--- config.mk ---
export PLATFORM = sky130hd
export DESIGN_NAME = duc_device_flat
export DESIGN_NICKNAME = d
export VERILOG_FILES = /design/src/duc_pkg.sv /design/src/duc_if.sv /design/src/duc_device.sv /design/src/flat_wrapper.sv
export SDC_FILE = /design/constraint.sdc
export NUM_CORES = 1
export LEC_CHECK = 0
export BUFFER_PORTS_ARGS = -buffer_cell sky130_fd_sc_hd__buf_2
export CAP_MARGIN = 5
export CORE_MARGIN = 1.5
export CORE_UTILIZATION = 63
export DETAILED_ROUTE_END_ITERATION = 16
export PLACE_DENSITY_LB_ADDON = 0.3
export SETUP_SLACK_MARGIN = 0.4
export SLEW_MARGIN = 30
export SYNTH_ARGS = -nofsm -noshare
export SYNTH_HDL_FRONTEND = slang
export SYNTH_SLANG_ARGS = --single-unit
--- constraint.sdc ---
create_clock -name clk_sys -period 7.5 [get_ports clk_sys]
set_input_delay 0.75 -clock clk_sys [delete_from_list [all_inputs] [get_ports clk_sys]]
set_output_delay 0.75 -clock clk_sys [all_outputs]
set_load 0.005 [all_outputs]
--- src/duc_pkg.sv ---
package duc_pkg;
  // ----------------------------------------
  // data widths and codes
  // ----------------------------------------
  localparam int NUM_CH = 8;
  localparam int CODE_W = 14;
  typedef logic [CODE_W-1:0] duc_code_t;
  typedef logic [NUM_CH-1:0][CODE_W-1:0] duc_bank_t;
  localparam duc_code_t CODE_ZERO = 14'h0000;
  localparam duc_code_t CODE_MID = 14'h2000;
  localparam duc_code_t OFFSET_SB = 14'h2666;
  localparam duc_code_t OFFSET_TC = 14'h0666;
  localparam duc_code_t GAIN_DEFAULT = 14'h0000;
  localparam duc_code_t ZERO_DEFAULT = 14'h0000;
  // ----------------------------------------
  // configuration frame bits
  // ----------------------------------------
  localparam int CFG_LOAD_BIT = 0;
  localparam int CFG_CORR_BIT = 1;
  // ----------------------------------------
  // device pin sampling
  // ----------------------------------------
  localparam int PIN_CLR = 0;
  localparam int PIN_LOAD = 1;
  localparam int PIN_RST = 2;
  localparam int PIN_CS = 3;
  localparam int PIN_RSEL = 4;
  localparam int PIN_FMT = 5;
  localparam int PIN_SGL = 6;
  localparam int NUM_PINS = 7;
  localparam logic [NUM_PINS-1:0] PIN_RESET = 7'h0f;
  localparam logic [2:0] POR_SETTLE = 3'h6;
  localparam logic [3:0] CORR_CYCLES = 4'h4;
  // ----------------------------------------
  // host timing
  // ----------------------------------------
  localparam int CLK_PERIOD_NS = 5;
  localparam int T9_NS = 50;
  localparam int T9_CYCLES = (T9_NS + CLK_PERIOD_NS - 1) / CLK_PERIOD_NS;
  localparam logic [7:0] GAP_CYCLES = 8'(T9_CYCLES);
  localparam logic [7:0] FRAME_LOW_CYCLES = 8'h04;
  localparam logic [7:0] LOAD_LOW_CYCLES = 8'h04;
  // ----------------------------------------
  // host register map
  // ----------------------------------------
  localparam logic [11:0] ADDR_CTRL = 12'h000;
  localparam logic [11:0] ADDR_CMD = 12'h004;
  localparam logic [11:0] ADDR_STATUS = 12'h008;
  localparam int CTRL_CLR = 0;
  localparam int CTRL_LOAD = 1;
  localparam int CTRL_RST = 2;
  localparam int CTRL_RSEL = 3;
  localparam int CTRL_FMT = 4;
  localparam int CTRL_SGL = 5;
  localparam int CTRL_PULSE = 8;
  localparam logic [5:0] CTRL_RESET = 6'h07;
  localparam int CMD_CHAN_LSB = 16;
  localparam int CMD_CFG = 20;
  localparam int ST_BUSY = 0;
  localparam int ST_PULSE = 1;
  localparam int ST_REFUSED = 2;
  localparam int ST_SDO = 3;
  typedef enum logic [3:0] {
    H_IDLE = 4'h1,
    H_FRAME = 4'h2,
    H_GAP = 4'h4,
    H_PULSE = 4'h8
  } duc_host_state_t;
endpackage

--- src/duc_if.sv ---
`timescale 1ns/1ps
`default_nettype none
interface duc_if;
  logic cs_n;
  logic [2:0] frame_chan;
  logic [13:0] frame_data;
  logic frame_cfg;
  logic output_clear_n;
  logic latch_load_n;
  logic hw_reset_n;
  logic reset_level_select;
  logic data_format_select;
  logic single_supply;
  logic sdo_oe;
  modport device (
    input cs_n, frame_chan, frame_data, frame_cfg, output_clear_n, latch_load_n,
    input hw_reset_n, reset_level_select, data_format_select, single_supply,
    output sdo_oe
  );
  modport host (
    output cs_n, frame_chan, frame_data, frame_cfg, output_clear_n, latch_load_n,
    output hw_reset_n, reset_level_select, data_format_select, single_supply,
    input sdo_oe
  );
endinterface
`default_nettype wire

--- src/duc_device.sv ---
// Overview of operation
// - clear low grounds outputs, buffers high impedance
// - load pin ignored during clear; release waits load
// - load tied low: clear release restores latches
// - clear leaves all registers and latches unchanged
// - power-on loads defaults and strap-selected codes
// - input data register resets to zero
// - dual supply reset codes and offset codes
// - single supply disables offset, same codes
// - hardware reset holds reset values and defaults
// - hardware reset blocks frames, sdo high impedance
// - after hardware reset outputs keep reset values
// - host keeps chip select high during reset
// - load level at power-on fixes update mode
// - reload only written channels unless soft load
// - asynchronous mode ignores load pin and bit
// - async, engine off: update on select rise
// - async, engine on: latch follows engine write
// - sync, engine off: load updates eligible latches
// - sync, engine on: load waits for engine
// - sync: no load, latches stay unchanged
// - host raises load before frame, loads after
// - host waits minimum gap before load event
`timescale 1ns/1ps
`default_nettype none
module duc_device (
  // clock and reset
  input wire logic clk_sys,
  input wire logic reset_n,
  // link to host
  duc_if.device link,
  // converter core side
  output logic [duc_pkg::NUM_CH-1:0][duc_pkg::CODE_W-1:0] analog_code,
  output logic analog_gnd,
  output logic [duc_pkg::CODE_W-1:0] offset_code,
  output logic offset_on,
  output logic [duc_pkg::CODE_W-1:0] gain_code,
  output logic [duc_pkg::CODE_W-1:0] zero_code,
  output logic [duc_pkg::CODE_W-1:0] input_code,
  output logic async_mode,
  output logic mode_valid
);
  import duc_pkg::*;

  // ----------------------------------------
  // helpers
  // ----------------------------------------
  function automatic duc_code_t rst_code(input logic rsel, input logic fmt);
    rst_code = (rsel ^ fmt) ? CODE_MID : CODE_ZERO;
  endfunction

  function automatic duc_code_t off_code(input logic fmt);
    off_code = fmt ? OFFSET_TC : OFFSET_SB;
  endfunction

  // ----------------------------------------
  // pin synchronisers
  // ----------------------------------------
  logic [NUM_PINS-1:0] pin_raw;
  logic [NUM_PINS-1:0] pin_s1;
  logic [NUM_PINS-1:0] pin_s2;
  logic [NUM_PINS-1:0] pin_s3;
  logic [NUM_PINS-1:0] pin_flt;
  logic [NUM_PINS-1:0] pin_prev;

  assign pin_raw = {link.single_supply, link.data_format_select, link.reset_level_select,
                    link.cs_n, link.hw_reset_n, link.latch_load_n, link.output_clear_n};

  // a level is accepted only once two stages agree, so a glitch never counts
  always_ff @(posedge clk_sys) begin
    if (!reset_n) begin
      pin_s1 <= PIN_RESET;
      pin_s2 <= PIN_RESET;
      pin_s3 <= PIN_RESET;
      pin_flt <= PIN_RESET;
      pin_prev <= PIN_RESET;
    end else begin
      pin_s1 <= pin_raw;
      pin_s2 <= pin_s1;
      pin_s3 <= pin_s2;
      pin_flt <= (pin_s2 & pin_s3) | (pin_flt & (pin_s2 ^ pin_s3));
      pin_prev <= pin_flt;
    end
  end

  logic clear_low;
  logic load_fall;
  logic cs_rise;
  logic in_hwrst;
  logic init;

  assign clear_low = ~pin_flt[PIN_CLR];
  assign load_fall = pin_prev[PIN_LOAD] & ~pin_flt[PIN_LOAD];
  assign cs_rise = ~pin_prev[PIN_CS] & pin_flt[PIN_CS];
  assign in_hwrst = ~pin_flt[PIN_RST];
  assign init = ~mode_valid | in_hwrst;

  // ----------------------------------------
  // power-on mode capture
  // ----------------------------------------
  logic [2:0] por_cnt;

  // straps are taken only after the synchronisers have settled
  always_ff @(posedge clk_sys) begin
    if (!reset_n) begin
      por_cnt <= 3'h0;
      mode_valid <= 1'b0;
      async_mode <= 1'b0;
    end else if (!mode_valid) begin
      if (por_cnt == POR_SETTLE) begin
        mode_valid <= 1'b1;
        async_mode <= ~pin_flt[PIN_LOAD];
      end else begin
        por_cnt <= por_cnt + 3'h1;
      end
    end
  end

  // ----------------------------------------
  // frame intake and configuration bits
  // ----------------------------------------
  logic take;
  logic soft_load_bit;
  logic correction_engine_on;
  logic ld_pend;
  logic apply;
  logic eng_busy;
  logic [3:0] eng_cnt;
  logic [2:0] eng_chan;
  duc_code_t eng_data;
  logic eng_done;

  assign take = cs_rise & ~init;
  assign eng_done = eng_busy & (eng_cnt == 4'h0);
  // a load never overtakes the engine
  assign apply = ld_pend & ~eng_busy;

  always_ff @(posedge clk_sys) begin
    if (!reset_n || init) begin
      soft_load_bit <= 1'b0;
      correction_engine_on <= 1'b0;
    end else if (take && link.frame_cfg) begin
      soft_load_bit <= link.frame_data[CFG_LOAD_BIT] & ~async_mode;
      correction_engine_on <= link.frame_data[CFG_CORR_BIT];
    end else if (apply) begin
      soft_load_bit <= 1'b0;
    end
  end

  // ----------------------------------------
  // load request
  // ----------------------------------------
  logic ld_trig;

  assign ld_trig = ~async_mode & ((load_fall & ~clear_low) |
                   (take & link.frame_cfg & link.frame_data[CFG_LOAD_BIT]));

  always_ff @(posedge clk_sys) begin
    if (!reset_n || init) begin
      ld_pend <= 1'b0;
    end else if (ld_trig) begin
      ld_pend <= 1'b1;
    end else if (apply) begin
      ld_pend <= 1'b0;
    end
  end

  // ----------------------------------------
  // correction engine timing
  // ----------------------------------------
  always_ff @(posedge clk_sys) begin
    if (!reset_n || init) begin
      eng_busy <= 1'b0;
      eng_cnt <= 4'h0;
      eng_chan <= 3'h0;
      eng_data <= CODE_ZERO;
    end else if (take && !link.frame_cfg && correction_engine_on) begin
      eng_busy <= 1'b1;
      eng_cnt <= CORR_CYCLES;
      eng_chan <= link.frame_chan;
      eng_data <= link.frame_data;
    end else if (eng_done) begin
      eng_busy <= 1'b0;
    end else if (eng_busy) begin
      eng_cnt <= eng_cnt - 4'h1;
    end
  end

  // ----------------------------------------
  // data registers, latches, dirty flags
  // ----------------------------------------
  duc_bank_t data_reg;
  duc_bank_t latch;
  logic [NUM_CH-1:0] dirty;
  logic wr_now;
  logic [2:0] wr_chan;
  duc_code_t wr_data;

  assign wr_now = (take & ~link.frame_cfg & ~correction_engine_on) | eng_done;
  assign wr_chan = eng_done ? eng_chan : link.frame_chan;
  assign wr_data = eng_done ? eng_data : link.frame_data;

  // clear is not consulted here, so it never alters stored codes
  always_ff @(posedge clk_sys) begin
    if (!reset_n || init) begin
      for (int i = 0; i < NUM_CH; i++) begin
        data_reg[i] <= rst_code(pin_flt[PIN_RSEL], pin_flt[PIN_FMT]);
        latch[i] <= rst_code(pin_flt[PIN_RSEL], pin_flt[PIN_FMT]);
      end
      dirty <= '0;
    end else begin
      if (apply) begin
        for (int i = 0; i < NUM_CH; i++) begin
          if (dirty[i] || soft_load_bit) begin
            latch[i] <= data_reg[i];
          end
        end
        dirty <= '0;
      end
      // a write in the same cycle as a load keeps its dirty mark
      if (wr_now) begin
        data_reg[wr_chan] <= wr_data;
        dirty[wr_chan] <= 1'b1;
        if (async_mode) begin
          latch[wr_chan] <= wr_data;
        end
      end
    end
  end
  // without a load event latches only change in asynchronous mode
  assign analog_code = latch;

  // ----------------------------------------
  // input data, gain, zero, offset
  // ----------------------------------------
  always_ff @(posedge clk_sys) begin
    if (!reset_n || init) begin
      input_code <= CODE_ZERO;
      gain_code <= GAIN_DEFAULT;
      zero_code <= ZERO_DEFAULT;
      offset_code <= off_code(pin_flt[PIN_FMT]);
      offset_on <= ~pin_flt[PIN_SGL];
    end else if (take && !link.frame_cfg) begin
      input_code <= link.frame_data;
    end
  end

  // ----------------------------------------
  // output clear
  // ----------------------------------------
  always_ff @(posedge clk_sys) begin
    if (!reset_n) begin
      analog_gnd <= 1'b0;
    end else if (clear_low) begin
      analog_gnd <= 1'b1;
    end else if (!pin_flt[PIN_LOAD]) begin
      analog_gnd <= 1'b0;
    end
  end

  // ----------------------------------------
  // serial output enable
  // ----------------------------------------
  always_ff @(posedge clk_sys) begin
    if (!reset_n) begin
      link.sdo_oe <= 1'b0;
    end else begin
      link.sdo_oe <= ~init & ~pin_flt[PIN_CS];
    end
  end
endmodule // duc_device
`default_nettype wire

--- src/flat_wrapper.sv ---
// flat-port wrapper written by rule: the top's interface ports become plain ports
module duc_device_flat import duc_pkg::*;
  (clk_sys, reset_n, analog_code, analog_gnd, offset_code, offset_on, gain_code, zero_code, input_code, async_mode, mode_valid, link_cs_n, link_frame_chan, link_frame_data, link_frame_cfg, link_output_clear_n, link_latch_load_n, link_hw_reset_n, link_reset_level_select, link_data_format_select, link_single_supply, link_sdo_oe);
  duc_if link_i ();
  input wire logic clk_sys;
  input wire logic reset_n;
  output logic [duc_pkg::NUM_CH-1:0][duc_pkg::CODE_W-1:0] analog_code;
  output logic analog_gnd;
  output logic [duc_pkg::CODE_W-1:0] offset_code;
  output logic offset_on;
  output logic [duc_pkg::CODE_W-1:0] gain_code;
  output logic [duc_pkg::CODE_W-1:0] zero_code;
  output logic [duc_pkg::CODE_W-1:0] input_code;
  output logic async_mode;
  output logic mode_valid;
  input wire logic [$bits(link_i.cs_n)-1:0] link_cs_n;
  input wire logic [$bits(link_i.frame_chan)-1:0] link_frame_chan;
  input wire logic [$bits(link_i.frame_data)-1:0] link_frame_data;
  input wire logic [$bits(link_i.frame_cfg)-1:0] link_frame_cfg;
  input wire logic [$bits(link_i.output_clear_n)-1:0] link_output_clear_n;
  input wire logic [$bits(link_i.latch_load_n)-1:0] link_latch_load_n;
  input wire logic [$bits(link_i.hw_reset_n)-1:0] link_hw_reset_n;
  input wire logic [$bits(link_i.reset_level_select)-1:0] link_reset_level_select;
  input wire logic [$bits(link_i.data_format_select)-1:0] link_data_format_select;
  input wire logic [$bits(link_i.single_supply)-1:0] link_single_supply;
  output wire logic [$bits(link_i.sdo_oe)-1:0] link_sdo_oe;
  assign link_i.cs_n = link_cs_n;
  assign link_i.frame_chan = link_frame_chan;
  assign link_i.frame_data = link_frame_data;
  assign link_i.frame_cfg = link_frame_cfg;
  assign link_i.output_clear_n = link_output_clear_n;
  assign link_i.latch_load_n = link_latch_load_n;
  assign link_i.hw_reset_n = link_hw_reset_n;
  assign link_i.reset_level_select = link_reset_level_select;
  assign link_i.data_format_select = link_data_format_select;
  assign link_i.single_supply = link_single_supply;
  assign link_sdo_oe = link_i.sdo_oe;
  duc_device u_core (.clk_sys(clk_sys), .reset_n(reset_n), .link(link_i), .analog_code(analog_code), .analog_gnd(analog_gnd), .offset_code(offset_code), .offset_on(offset_on), .gain_code(gain_code), .zero_code(zero_code), .input_code(input_code), .async_mode(async_mode), .mode_valid(mode_valid));
endmodule
# Yosys cells after proc, flatten, opt, wreduce, memory -nomap -nowiden
# Cells that the tools add are included.
[word_totals]
register_bits = 325
latchBits = 0
ramBits = 0
mem_bits_ro = 0
inputBits = 27
output_inout_bits = 173
elab_cells = 146
memories = 0
[op_classes]
n_addsub = 2
multipliers = 0
div = 0
n_lt_le_gt_ge = 2
n_eq_ne = 3
n_shift = 0
n_mux = 40
bitwise_logic = 35
reduce_logical = 26
[ops]
columns = ["operator", "n"]
rows = [
  ["112-bit two-way mux", 7],
  ["112-bit bitwise mux", 2],
  ["14-bit two-way mux", 12],
  ["14-bit demux with 3-bit select", 1],
  ["8-bit two-way mux", 3],
  ["7-bit AND", 2],
  ["1-bit AND", 13],
  ["1-bit NOT", 13],
  ["3-bit two-way mux", 4],
  ["1-bit two-way mux", 10],
  ["2-bit nonzero test", 5],
  ["1-bit logical OR", 9],
  ["8-bit bitwise OR", 1],
  ["2-bit AND reduction", 4],
  ["7-bit bitwise OR", 1],
  ["7-bit bitwise XOR", 1],
  ["1-bit logical AND", 4],
  ["4-bit logical NOT", 1],
  ["3-bit by 4-bit < comparator with 1-bit output, second input constant", 1],
  ["2-bit != test, second input constant", 2],
  ["4-bit by 1-bit subtractor with 4-bit output, second input constant", 1],
  ["3-bit by 1-bit adder with 3-bit output, second input constant", 1],
  ["1-bit demux with 3-bit select", 1],
  ["3-bit == test, second input constant", 1],
  ["other kinds (5)", 8],
]

# Depth between registers and ports, before layout
# Gate-level depths: netlist (run 1).
[logic_depth]
depth_word = 11
mapped_depth = 11
depth_no_buf = 6

# Worst setup path after synthesis (run 1)
# No wires, ideal clock.
[synth_path]
path_kind = "input-to-reg"
start = "in reset_n"
end = "reg u_core.data_reg[0] (netlist name), enable pin"
setup_time_ps = 418
arrival_time_ps = 3116
required_time_ps = 7082
slack_ps = 3966
path_stages = 6
n_path_buf = 3
path_cell_list = "and3_1 > buf_2 > inv_2 > clkbuf_1 > clkbuf_1 > or2_2"
[synth_via]
elab_chain_len = 3
[synth_rtl]
columns = ["item", "line_no", "rtl"]
rows = [
  ["start, declared", "flat_wrapper.sv:6", "input wire logic reset_n;"],
  ["1-bit logical NOT", "-", ""],
  ["1-bit logical OR", "duc_device.sv:205", "if (!reset_n || init) begin"],
  ["2-bit nonzero test (no source line)", "-", ""],
  ["end signal, assigned by index", "duc_device.sv:207", "data_reg[i] <= rst_code(pin_flt[PIN_RSEL], pin_flt[PIN_FMT]);"],
  ["end signal, assigned by index", "duc_device.sv:222", "data_reg[wr_chan] <= wr_data;"],
  ["end, declared", "duc_device.sv:192", "duc_bank_t data_reg;"],
]
# No other way between the ends.
# A chain may end at the register's enable or synchronous reset.

# Worst setup path in the final report (run 1)
[layout_path]
start = "reg u_core.eng_cnt[0]"
end = "reg u_core.latch, in the netlist u_core.analog_code[28]"
[layout_via]
elab_chain_len = 11
elab_cells_between_ends = 14
cone_classes = "2 x order compare; 8 x mux; 2 x bitwise; 2 x reduce/logical"
[layout_rtl]
columns = ["item", "line_no", "rtl"]
rows = [
  ["start, declared", "duc_device.sv:128", "logic [3:0] eng_cnt;"],
  ["start signal, assigned", "duc_device.sv:185", "eng_cnt <= eng_cnt - 4'h1;"],
  ["4-bit logical NOT (*)", "duc_device.sv:134", "assign eng_done = eng_busy & (eng_cnt == 4'h0);"],
  ["1-bit AND (*)", "duc_device.sv:134", ""],
  ["3-bit two-way mux", "duc_device.sv:200", "assign wr_chan = eng_done ? eng_chan : link.frame_chan;"],
  ["3-bit by 4-bit < comparator with 1-bit output (implied by the code) / 3-bit by 1-bit >= comparator with 1-bit output (equally long branches)", "duc_device.sv:225", "latch[wr_chan] <= wr_data;"],
  ["1-bit logical AND (implied by the code)", "duc_device.sv:225", ""],
  ["14-bit two-way mux (implied by the code)", "duc_device.sv:225", ""],
  ["14-bit demux with 3-bit select", "-", ""],
  ["112-bit bitwise mux", "duc_device.sv:225", ""],
  ["112-bit two-way mux", "duc_device.sv:224", "if (async_mode) begin"],
  ["112-bit two-way mux (*)", "duc_device.sv:221", "if (wr_now) begin"],
  ["112-bit two-way mux (*)", "duc_device.sv:205", ""],
  ["end signal, assigned by index", "duc_device.sv:208", "latch[i] <= rst_code(pin_flt[PIN_RSEL], pin_flt[PIN_FMT]);"],
  ["end signal, assigned by index", "duc_device.sv:215", "latch[i] <= data_reg[i];"],
  ["end signal, assigned by index", "duc_device.sv:225", ""],
  ["end, declared", "duc_device.sv:193", "duc_bank_t latch;"],
]
# Mark *: on every way between the ends. The rest lies on a longest branch, timed or not.

==> out/metrics.cfg, run 1 <==
[synth]
ys_seq_area_share_pct = 49.5
synthFlopType = dfxtp_1
yosys.area.top_type = dfxtp_1
synth.area.top_cells = dfxtp_1, edfxtp_1, mux2i_1
ys_ff_latch = 310
syn_inst = 1541
ys_async_sr_fraction_pct = 0
syn_avg_cell_area_um2 = 9.64
ys_top_cells_by_count = dfxtp_1, nor2_1, nand3_1
syn-cell-area_um2 = 14800
yosysUniqueCellTypes = 62
yosysMostFrequentCell = dfxtp_1
yosysWarnings = 0
synth_top_area_share_pct = 26.4
synth_edf_count = 114

[clock_network]
cts_tree = yes
cts.repair.resized = 0
root_buffer = clkbuf_16
cts_setup_buffers = 0
hold_buffers = 0
insertion_delay_ps = 570
cts_buffer_depth = 3
htree_num_levels = 1
clk_pin_slew_ps = 60
cts_made_buffers = 31
cts_sinks = 310

[die]
dieHeight_um = 157
die_area_um2 = 24500
core_um2 = 22900
io_pins = 200
rows = 55
initial_utilization_pct = 64.8
die_x_um = 157

[sta]
period_minus_slack_ps = 3400
finalHoldViolCount = 0
finClkSkew_ps = 9.78
fin_setup_tns_ps = 0
relSlewSlack_pct = 30.2
min_period_over_period_pct = 45.3
tightest_slew_ps = 1030
report.final.slew_viol_count = 0
fmax_ghz = 0.294
rsz0062_at_grt = no
final-setup-viol-count = 0

[global_route]
grt_max_degree = 113
grt_util_met1_pct = 45.0
grt-ovfl-total = 0
top_usage_layer = met2
grt_pass1_wl_um = 62100
antenna_found_initial = 1
grt_pass1_vias = 11275
use_met2_pct = 50.2
grt_usage_pct = 32.7
grtUsageMet3_pct = 4.98

[setup_path]
critPathLaunchType = flop
reg2regPathDepth = 7
crit_fanout = 31
crit_arrival_ps = 3810
rr_endpoint = u_core.analog_code[28]
crit_end = u_core.analog_code[28]
r2r_start = u_core.eng_cnt[0]
rrSetupSlack_ps = 4100
cp-end-kind = flop
crit_type = flop to flop
crit_start = u_core.eng_cnt[0]
critPathRequiredTime_ps = 7910

[finish]
fin_util_pct = 71.7
num-nets-final = 1632
area_growth_pct = 10.7
drive_gt1_share_pct = 16.3

[detailed_routing]
drtAntennaViolNets = 0
dr.pass1.iters = 6
via_count = 12173
vias_per_cell = 6.29
routed_wl_um = 40500
drc = 0
wl_per_cell_um = 21.0
drt_iter0_markers = 1347

[power]
seq_power_share_pct = 51.4
p_sw_share_pct = 21.7
ir_worst_vdd_mv = 0.194
p_leak_nw = 6.39
p_per_area_nw_per_um2 = 208
p_comb_share_pct = 3.4
p_int_mw = 2.68
pwr-share-clk_pct = 45.2
power.switching_mw = 0.741

[outcome]
status = complete, no violations

[placement]
place_hpwl_um = 24200
gp_congestion = 0.948
port_buffers = 158

[min_path]
holdCritPathClass = primary input to flop

[flow_run]
drv_cap = 0

-- metrics by stage --
stage	hold slack (ps)	cell area [um2]	power, mW	instances	setup WS (ps)
final	360	16400	3.42	1934	4100
after global routing	361	16400	3.50	1933	4110
after CTS	357	16400	3.42	1932	4150
after detailed placement	396	15400	1.91	1874	3560
after global placement	389	15400	1.90	1873	3360
after floorplan	386	15000	1.88	1580	3970
-- cell type report --
type                            count  area, um2
Timing Repair Buffer              177        973
Multi-Input combinational cell   1059       6650
Clock buffer                       46        902
Tap cell                          313        392
Fill cell                        1717       6480
Clock inverter                     12        111
Sequential cell                   310       7350
Antenna cell                        1       2.50
Inverter                           16       65.1
-- power groups by stage --
stage / sequential [mW] / clock [mW] / combinational [mW]
after floorplan: 1.79 / 0 / 0.0842
after global placement: 1.79 / 0 / 0.108
after detailed placement: 1.80 / 0 / 0.111
after CTS: 1.76 / 1.55 / 0.112
after global routing: 1.76 / 1.61 / 0.125
final: 1.76 / 1.55 / 0.115
-- worst min path at each step --
stage / startpoint / endpoint / slack (ps) / cells past startpoint
2_1_floorplan: u_core.pin_s1[0] / u_core.pin_s2[0] / 390 / 1
3_3_place_gp: u_core.pin_s1[1] / u_core.pin_s2[1] / 390 / 1
3_5_place_dp: u_core.pin_s1[2] / u_core.pin_s2[2] / 400 / 1
4_1_cts: link_hw_reset_n / u_core.pin_s1[2] / 360 / 2
5_1_grt: link_output_clear_n / u_core.pin_s1[0] / 360 / 2
6_report: link_latch_load_n / u_core.pin_s1[1] / 360 / 2
-- placed cells by master (no fill, tap or decap), drive strengths merged, types with 4 or more instances in the layout --
cell / n
a32oi: 8
and2: 13
edfxtp: 114
clkinv: 9
a21o: 106
nand4: 5
or2: 11
a21oi: 50
nor2b: 12
mux2i: 112
nand2: 100
ha: 10
clkbuf: 46
dfxtp: 196
mux2: 4
nor3b: 8
o22ai: 6
o211ai: 16
o22a: 7
nor3: 6
nand3: 122
conb: 41
a211oi: 96
inv: 17
o311ai: 8
buf: 177
nand3b: 11
nand2b: 33
nor2: 128
o21ai: 120
-- worst max-delay path: stages, from the launching register on --
cell and delay (ps):
dfxtp_1 340, inv_1 80, ha_1 260, and4bb_1 250, buf_4 420, mux2i_2 920, nand2b_1 800, mux2i_1 160
-- per-layer routing --
layer  part of all wire [%]  wire, um
met1                     40     16100
met5                      0         0
met2                     45     18100
met4                    5.5      2230
met3                     10      4120
-- kinds of logic after synthesis --
kind of cell	after synthesis	share of synthesized area, %
AOI/OAI and AO/OA	430	19.2
DFF	310	49.5
other	2	0.0506
muxes	116	8.13
adders and majority gates	10	0.843
buffers and inverters	211	7.13
and+or+nand+nor	458	14.9
xor gates and xnor gates	4	0.236
No activity file was read; power rests on OpenSTA's default activity.
==> run 2: changes to the inputs <==
--- a/config.mk
+++ b/config.mk
@@ -5,10 +5,11 @@
 export SDC_FILE = /design/constraint.sdc
 export NUM_CORES = 1
 export LEC_CHECK = 0
+export ABC_AREA = 1
 export BUFFER_PORTS_ARGS = -buffer_cell sky130_fd_sc_hd__buf_2
 export CAP_MARGIN = 5
 export CORE_MARGIN = 1.5
-export CORE_UTILIZATION = 63
+export CORE_UTILIZATION = 52
 export DETAILED_ROUTE_END_ITERATION = 16
 export PLACE_DENSITY_LB_ADDON = 0.3
 export SETUP_SLACK_MARGIN = 0.4
==> constraint.sdc (replaced) <==
create_clock -name clk_sys -period 3.09 [get_ports clk_sys]
set_input_delay 0.309 -clock clk_sys [delete_from_list [all_inputs] [get_ports clk_sys]]
set_output_delay 0.309 -clock clk_sys [all_outputs]
set_load 0.005 [all_outputs]
==> out/metrics.cfg, run 2 <==
[outcome]
status = complete, no violations

[clock_network]
cts_setup_buffers = 0
root_buffer = clkbuf_16
cts_buffer_depth = 3
clk_pin_slew_ps = 60
cts_sinks = 310
cts_tree = yes
insertion_delay_ps = 520
cts_made_buffers = 34
htree_num_levels = 2

[synth]
ys_ff_latch = 310
yosysUniqueCellTypes = 33
syn_avg_cell_area_um2 = 8.48
syn_inst = 1593
ys_async_sr_fraction_pct = 0
synth_top_area_share_pct = 29.0
yosys.area.top_type = dfxtp_1
synthFlopType = dfxtp_1
yosysWarnings = 0
synth.area.top_cells = dfxtp_1, edfxtp_1, a21oi_1
yosysMostFrequentCell = a21oi_1
ys_seq_area_share_pct = 54.4
synth_edf_count = 114
syn-cell-area_um2 = 13500
ys_top_cells_by_count = a21oi_1, nand2_1, o21ai_0

[die]
rows = 58
die_area_um2 = 27000
dieHeight_um = 164
initial_utilization_pct = 53.4
io_pins = 200
die_x_um = 164
core_um2 = 25300

[sta]
fin_setup_tns_ps = 0
tightest_slew_ps = 936
final-setup-viol-count = 0
report.final.slew_viol_count = 0
relSlewSlack_pct = 37.5
finClkSkew_ps = 20.7
rsz0062_at_grt = yes
min_period_over_period_pct = 81.5
period_minus_slack_ps = 2520
finalHoldViolCount = 0
fmax_ghz = 0.397

[power]
p_per_area_nw_per_um2 = 536
p_leak_nw = 6.07
pwr-share-clk_pct = 46.9
p_comb_share_pct = 3.2
ir_worst_vdd_mv = 0.437
power.switching_mw = 1.82
p_int_mw = 6.72
seq_power_share_pct = 49.9
p_sw_share_pct = 21.3

[finish]
area_growth_pct = 17.8
layout_commonest_cell = a21oi_1
drive_gt1_share_pct = 18.4
final_cell_mix = a21oi_1, nand2_1, o21ai_0
instances_no_fill = 2115
fill_cells = 2187
multi_input_comb_area_um2 = 5150
regArea_um2 = 7350
num-nets-final = 1796

[global_route]
top_usage_layer = met2
antenna_found_initial = 1
grt_usage_pct = 25.7
grt_util_met1_pct = 34.0
grtUsageMet3_pct = 5.25
grt_max_degree = 51
use_met2_pct = 41.3
grt_pass1_vias = 10486
grt-ovfl-total = 0
grt_pass1_wl_um = 54400

[setup_path]
critPathRequiredTime_ps = 3460
cp-end-kind = flop
critPathLaunchType = flop
crit_fanout = 21
crit_arrival_ps = 2890
crit_type = flop to flop

[min_path]
holdCritPathClass = primary input to flop

[detailed_routing]
via_count = 11364
routed_wl_um = 35000
dr.pass1.iters = 5
wl_per_cell_um = 16.6
drtAntennaViolNets = 0
drc = 0
vias_per_cell = 5.37
drt_iter0_markers = 1307

[placement]
place_hpwl_um = 22500
dp.cells = 2046
port_buffers = 158
gp_congestion = 0.871

[flow_run]
drv_cap = 0

run 2: logic make-up (layout without fill, tap and decap cells):
group | Yosys count | in the layout | synth area share, %
AO/OA/AOI/OAI | 531 | 531 | 20.5
AND/OR/NAND/NOR | 452 | 452 | 14.4
flip-flops | 310 | 310 | 54.4
other | 2 | 42 | 0.0556
buffers and inverters | 287 | 439 | 9.66
XOR/XNOR | 1 | 1 | 0.0648
adder cells (fa/ha/maj) | 10 | 10 | 0.926
run 2: per-layer routing:
| metal | part of all wire, % | vias up |
|---|---|---|
| met2 | 47 | 438 |
| met5 | 0 | - |
| met3 | 7.4 | 81 |
| li1 | - | 5573 |
| met1 | 43 | 5272 |
| met4 | 3.3 | 0 |
run 2: path summary, 6_finish.rpt:
check | slack (ps) | end | depth (start not counted) | startpoint
max | 570 | u_core.data_reg[38] | 7 | u_core.eng_cnt[0]
min | 70 | u_core.eng_chan[2] | 3 | link_frame_chan[2]
max reg2reg | 570 | u_core.data_reg[38] | 7 | u_core.eng_cnt[0]
min reg2reg | 410 | u_core.pin_s2[3] | 1 | u_core.pin_s1[3]
run 2: worst max-delay path, cell delays in order (launching register included):
cell	delay, ps
dfxtp_1	310
inv_1	80
ha_1	380
nand3_4	300
o21ai_1	690
buf_4	310
o21ai_0	150
a21oi_1	160
run 2: per-stage QoR:
stage               worst slack, ps  hold WS, ps  cell area, um2  total power [mW]  util [%]
detailed placement              507          397           14600              4.60      57.7
CTS                             505         60.8           15800              8.55      62.3
finish                          572         73.7           15900              8.53      62.8
floorplan                       401          390           13700              4.52         -
global route                    371         99.5           15900              8.77      62.8
global placement                541          393           14600              4.60      57.7
run 2: timing repair:
| item | CTS | global route |
|---|---|---|
| setup endpoints to repair | 0 | 144 |
| resized for setup | 0 | 10 |
| endpoints found under the hold margin | 7 | 0 |
| hold buffers | 7 | 0 |
run 2: final cells by class:
cell class | instances | share of cell area (%)
multi-input cells | 1035 | 32.4
flip-flops and latches | 310 | 46.2
clock inverters | 11 | 0.637
repair buffers | 217 | 8.18
well taps | 330 | 2.59
inverters | 161 | 3.80
diodes | 1 | 0.0157
clock buffers | 50 | 6.25
run 2: power by group through the flow:
| stage | combinational, mW | sequential, mW | clock (mW) |
|---|---|---|---|
| after global routing | 0.300 | 4.26 | 4.21 |
| after detailed placement | 0.257 | 4.34 | 0 |
| final | 0.276 | 4.26 | 4.00 |
| after CTS | 0.264 | 4.26 | 4.03 |
| after global placement | 0.253 | 4.34 | 0 |
| after floorplan | 0.176 | 4.34 | 0 |
==> run 3: changes to the inputs <==
--- a/config.mk
+++ b/config.mk
@@ -9,7 +9,7 @@
 export BUFFER_PORTS_ARGS = -buffer_cell sky130_fd_sc_hd__buf_2
 export CAP_MARGIN = 5
 export CORE_MARGIN = 1.5
-export CORE_UTILIZATION = 52
+export CORE_UTILIZATION = 57
 export DETAILED_ROUTE_END_ITERATION = 16
 export PLACE_DENSITY_LB_ADDON = 0.3
 export SETUP_SLACK_MARGIN = 0.4
==> constraint.sdc (replaced) <==
create_clock -name clk_sys -period 2.35 [get_ports clk_sys]
set_input_delay 0.235 -clock clk_sys [delete_from_list [all_inputs] [get_ports clk_sys]]
set_output_delay 0.235 -clock clk_sys [all_outputs]
set_load 0.005 [all_outputs]
==> out/metrics.cfg, run 3 (same netlist as run 2, synthesis figures left out) <==
[outcome]
status = complete, no violations

[sta]
final-setup-viol-count = 0
setup_ws_ps = 423
hold_ws_ps = 12.0
fmax_ghz = 0.519
finClkSkew_ps = 17.9
report.final.slew_viol_count = 0
period_minus_slack_ps = 1930
finalHoldViolCount = 0
min_period_over_period_pct = 82.0
rsz0062_at_grt = yes
relSlewSlack_pct = 52.6
tightest_slew_ps = 708

[die]
rows = 56
die_x_um = 157
die_area_um2 = 24600
io_pins = 200
core_um2 = 23300
dieHeight_um = 157
initial_utilization_pct = 57.9

[finish]
regArea_um2 = 7350
fin_util_pct = 70.2
drive_gt1_share_pct = 20.4
num-nets-final = 1814
multi_input_comb_area_um2 = 5160
num_antenna_cells = 0
final_cell_mix = a21oi_1, nand2_1, dfxtp_1
area_growth_pct = 21.1
instances_no_fill = 2120
layout_commonest_cell = a21oi_1
fill_cells = 1742

[flow_run]
drv_cap = 0

[detailed_routing]
drc = 0
dr.pass1.iters = 5
routed_wl_um = 35400
drt_iter0_markers = 1039
wl_per_cell_um = 16.7
vias_per_cell = 5.45
drtAntennaViolNets = 0
via_count = 11545

[power]
p_leak_nw = 6.28
p_per_area_nw_per_um2 = 702
ir_worst_vdd_mv = 0.648
total_power_mw = 11.5

[placement]
port_buffers = 158
gp_congestion = 0.844
place_hpwl_um = 21800
dp_slack_ps = 192
dp.cells = 2039

[global_route]
grt-ovfl-total = 0
grt_pass1_vias = 10700
antenna_found_initial = 0
grt_max_degree = 74
grt_usage_pct = 28.3
grt_pass1_wl_um = 55000

[min_path]
holdCritPathClass = primary input to flop

[clock_network]
cts_made_buffers = 34
insertion_delay_ps = 510
cts_sinks = 310
cts_tree = yes
clk_pin_slew_ps = 60
cts_buffer_depth = 3
root_buffer = clkbuf_16
htree_num_levels = 2

[setup_path]
crit_type = flop to flop
critPathLaunchType = flop
cp-end-kind = flop
crit_arrival_ps = 2130
critPathRequiredTime_ps = 2550
crit_fanout = 23

-- run 3: cell types whose count changed in the layout (fill, tap and decap cells not counted), moves of 8 or more --
cell / before / now
buf_12: 4 / 23
buf_4: 48 / 37
clkbuf_1: 11 / 3
o21ai_0: 228 / 159
o21ai_1: 14 / 77
o21ai_2: 8 / 16
-- run 3: worst max-delay path, stage by stage, from the launching register on --
cell     delay, ps
dfxtp_2        320
inv_2           80
ha_4           230
nand3_4        140
buf_12         160
nand3_4        370
buf_4          310
-- run 3: area by class of cell --
class / count / share of cell area [%]
Tap cell: 319 / 2.44
Clock inverter: 17 / 1.24
Timing Repair Buffer: 234 / 10.3
Multi-Input combinational cell: 1036 / 31.5
Clock buffer: 43 / 5.84
Inverter: 161 / 3.69
Sequential cell: 310 / 44.9
-- run 3: worst paths after layout --
kind / startpoint / end / slack, ps / depth (start not counted)
max: u_core.eng_cnt[0] / u_core.data_reg[44] / 420 / 6
min: link_frame_data[9] / u_core.eng_data[9] / 10 / 3
max reg2reg: u_core.eng_cnt[0] / u_core.data_reg[44] / 420 / 6
min reg2reg: u_core.pin_s1[0] / u_core.pin_s2[0] / 410 / 1
-- run 3: power by group --
group	total (mW)	switching (mW)	leakage [nW]	internal, mW
Sequential	5.60	0.0208	2.98	5.58
Combinational	0.406	0.274	2.73	0.132
Clock	5.48	2.15	0.571	3.33
Total	11.5	2.45	6.28	9.04
-- run 3: timing repair --
action                                  4_1_cts  5_1_grt
hold endpoints to repair                      8        0
buffers inserted                              2       10
hold buffers                                  8        0
endpoints found under the setup margin      153      303
pin swaps                                     1        8
gates resized for setup                      23       82
cloned                                        0        1
-- run 3: per-layer routing --
| metal | track usage (%) | vias up | wire, um |
|---|---|---|---|
| met3 | 5.56 | 80 | 2800 |
| met5 | 0 | - | 0 |
| met1 | 37.3 | 5387 | 14600 |
| met4 | 11.4 | 0 | 1210 |
| met2 | 45.9 | 447 | 16900 |
| li1 | - | 5631 | - |
-- run 3: stage by stage --
step           TNS, ps  instance area, um2
3_3_place_gp         0               14800
3_5_place_dp         0               14800
4_1_cts              0               16100
6_report             0               16400
2_1_floorplan    -5040               13700
5_1_grt              0               16400
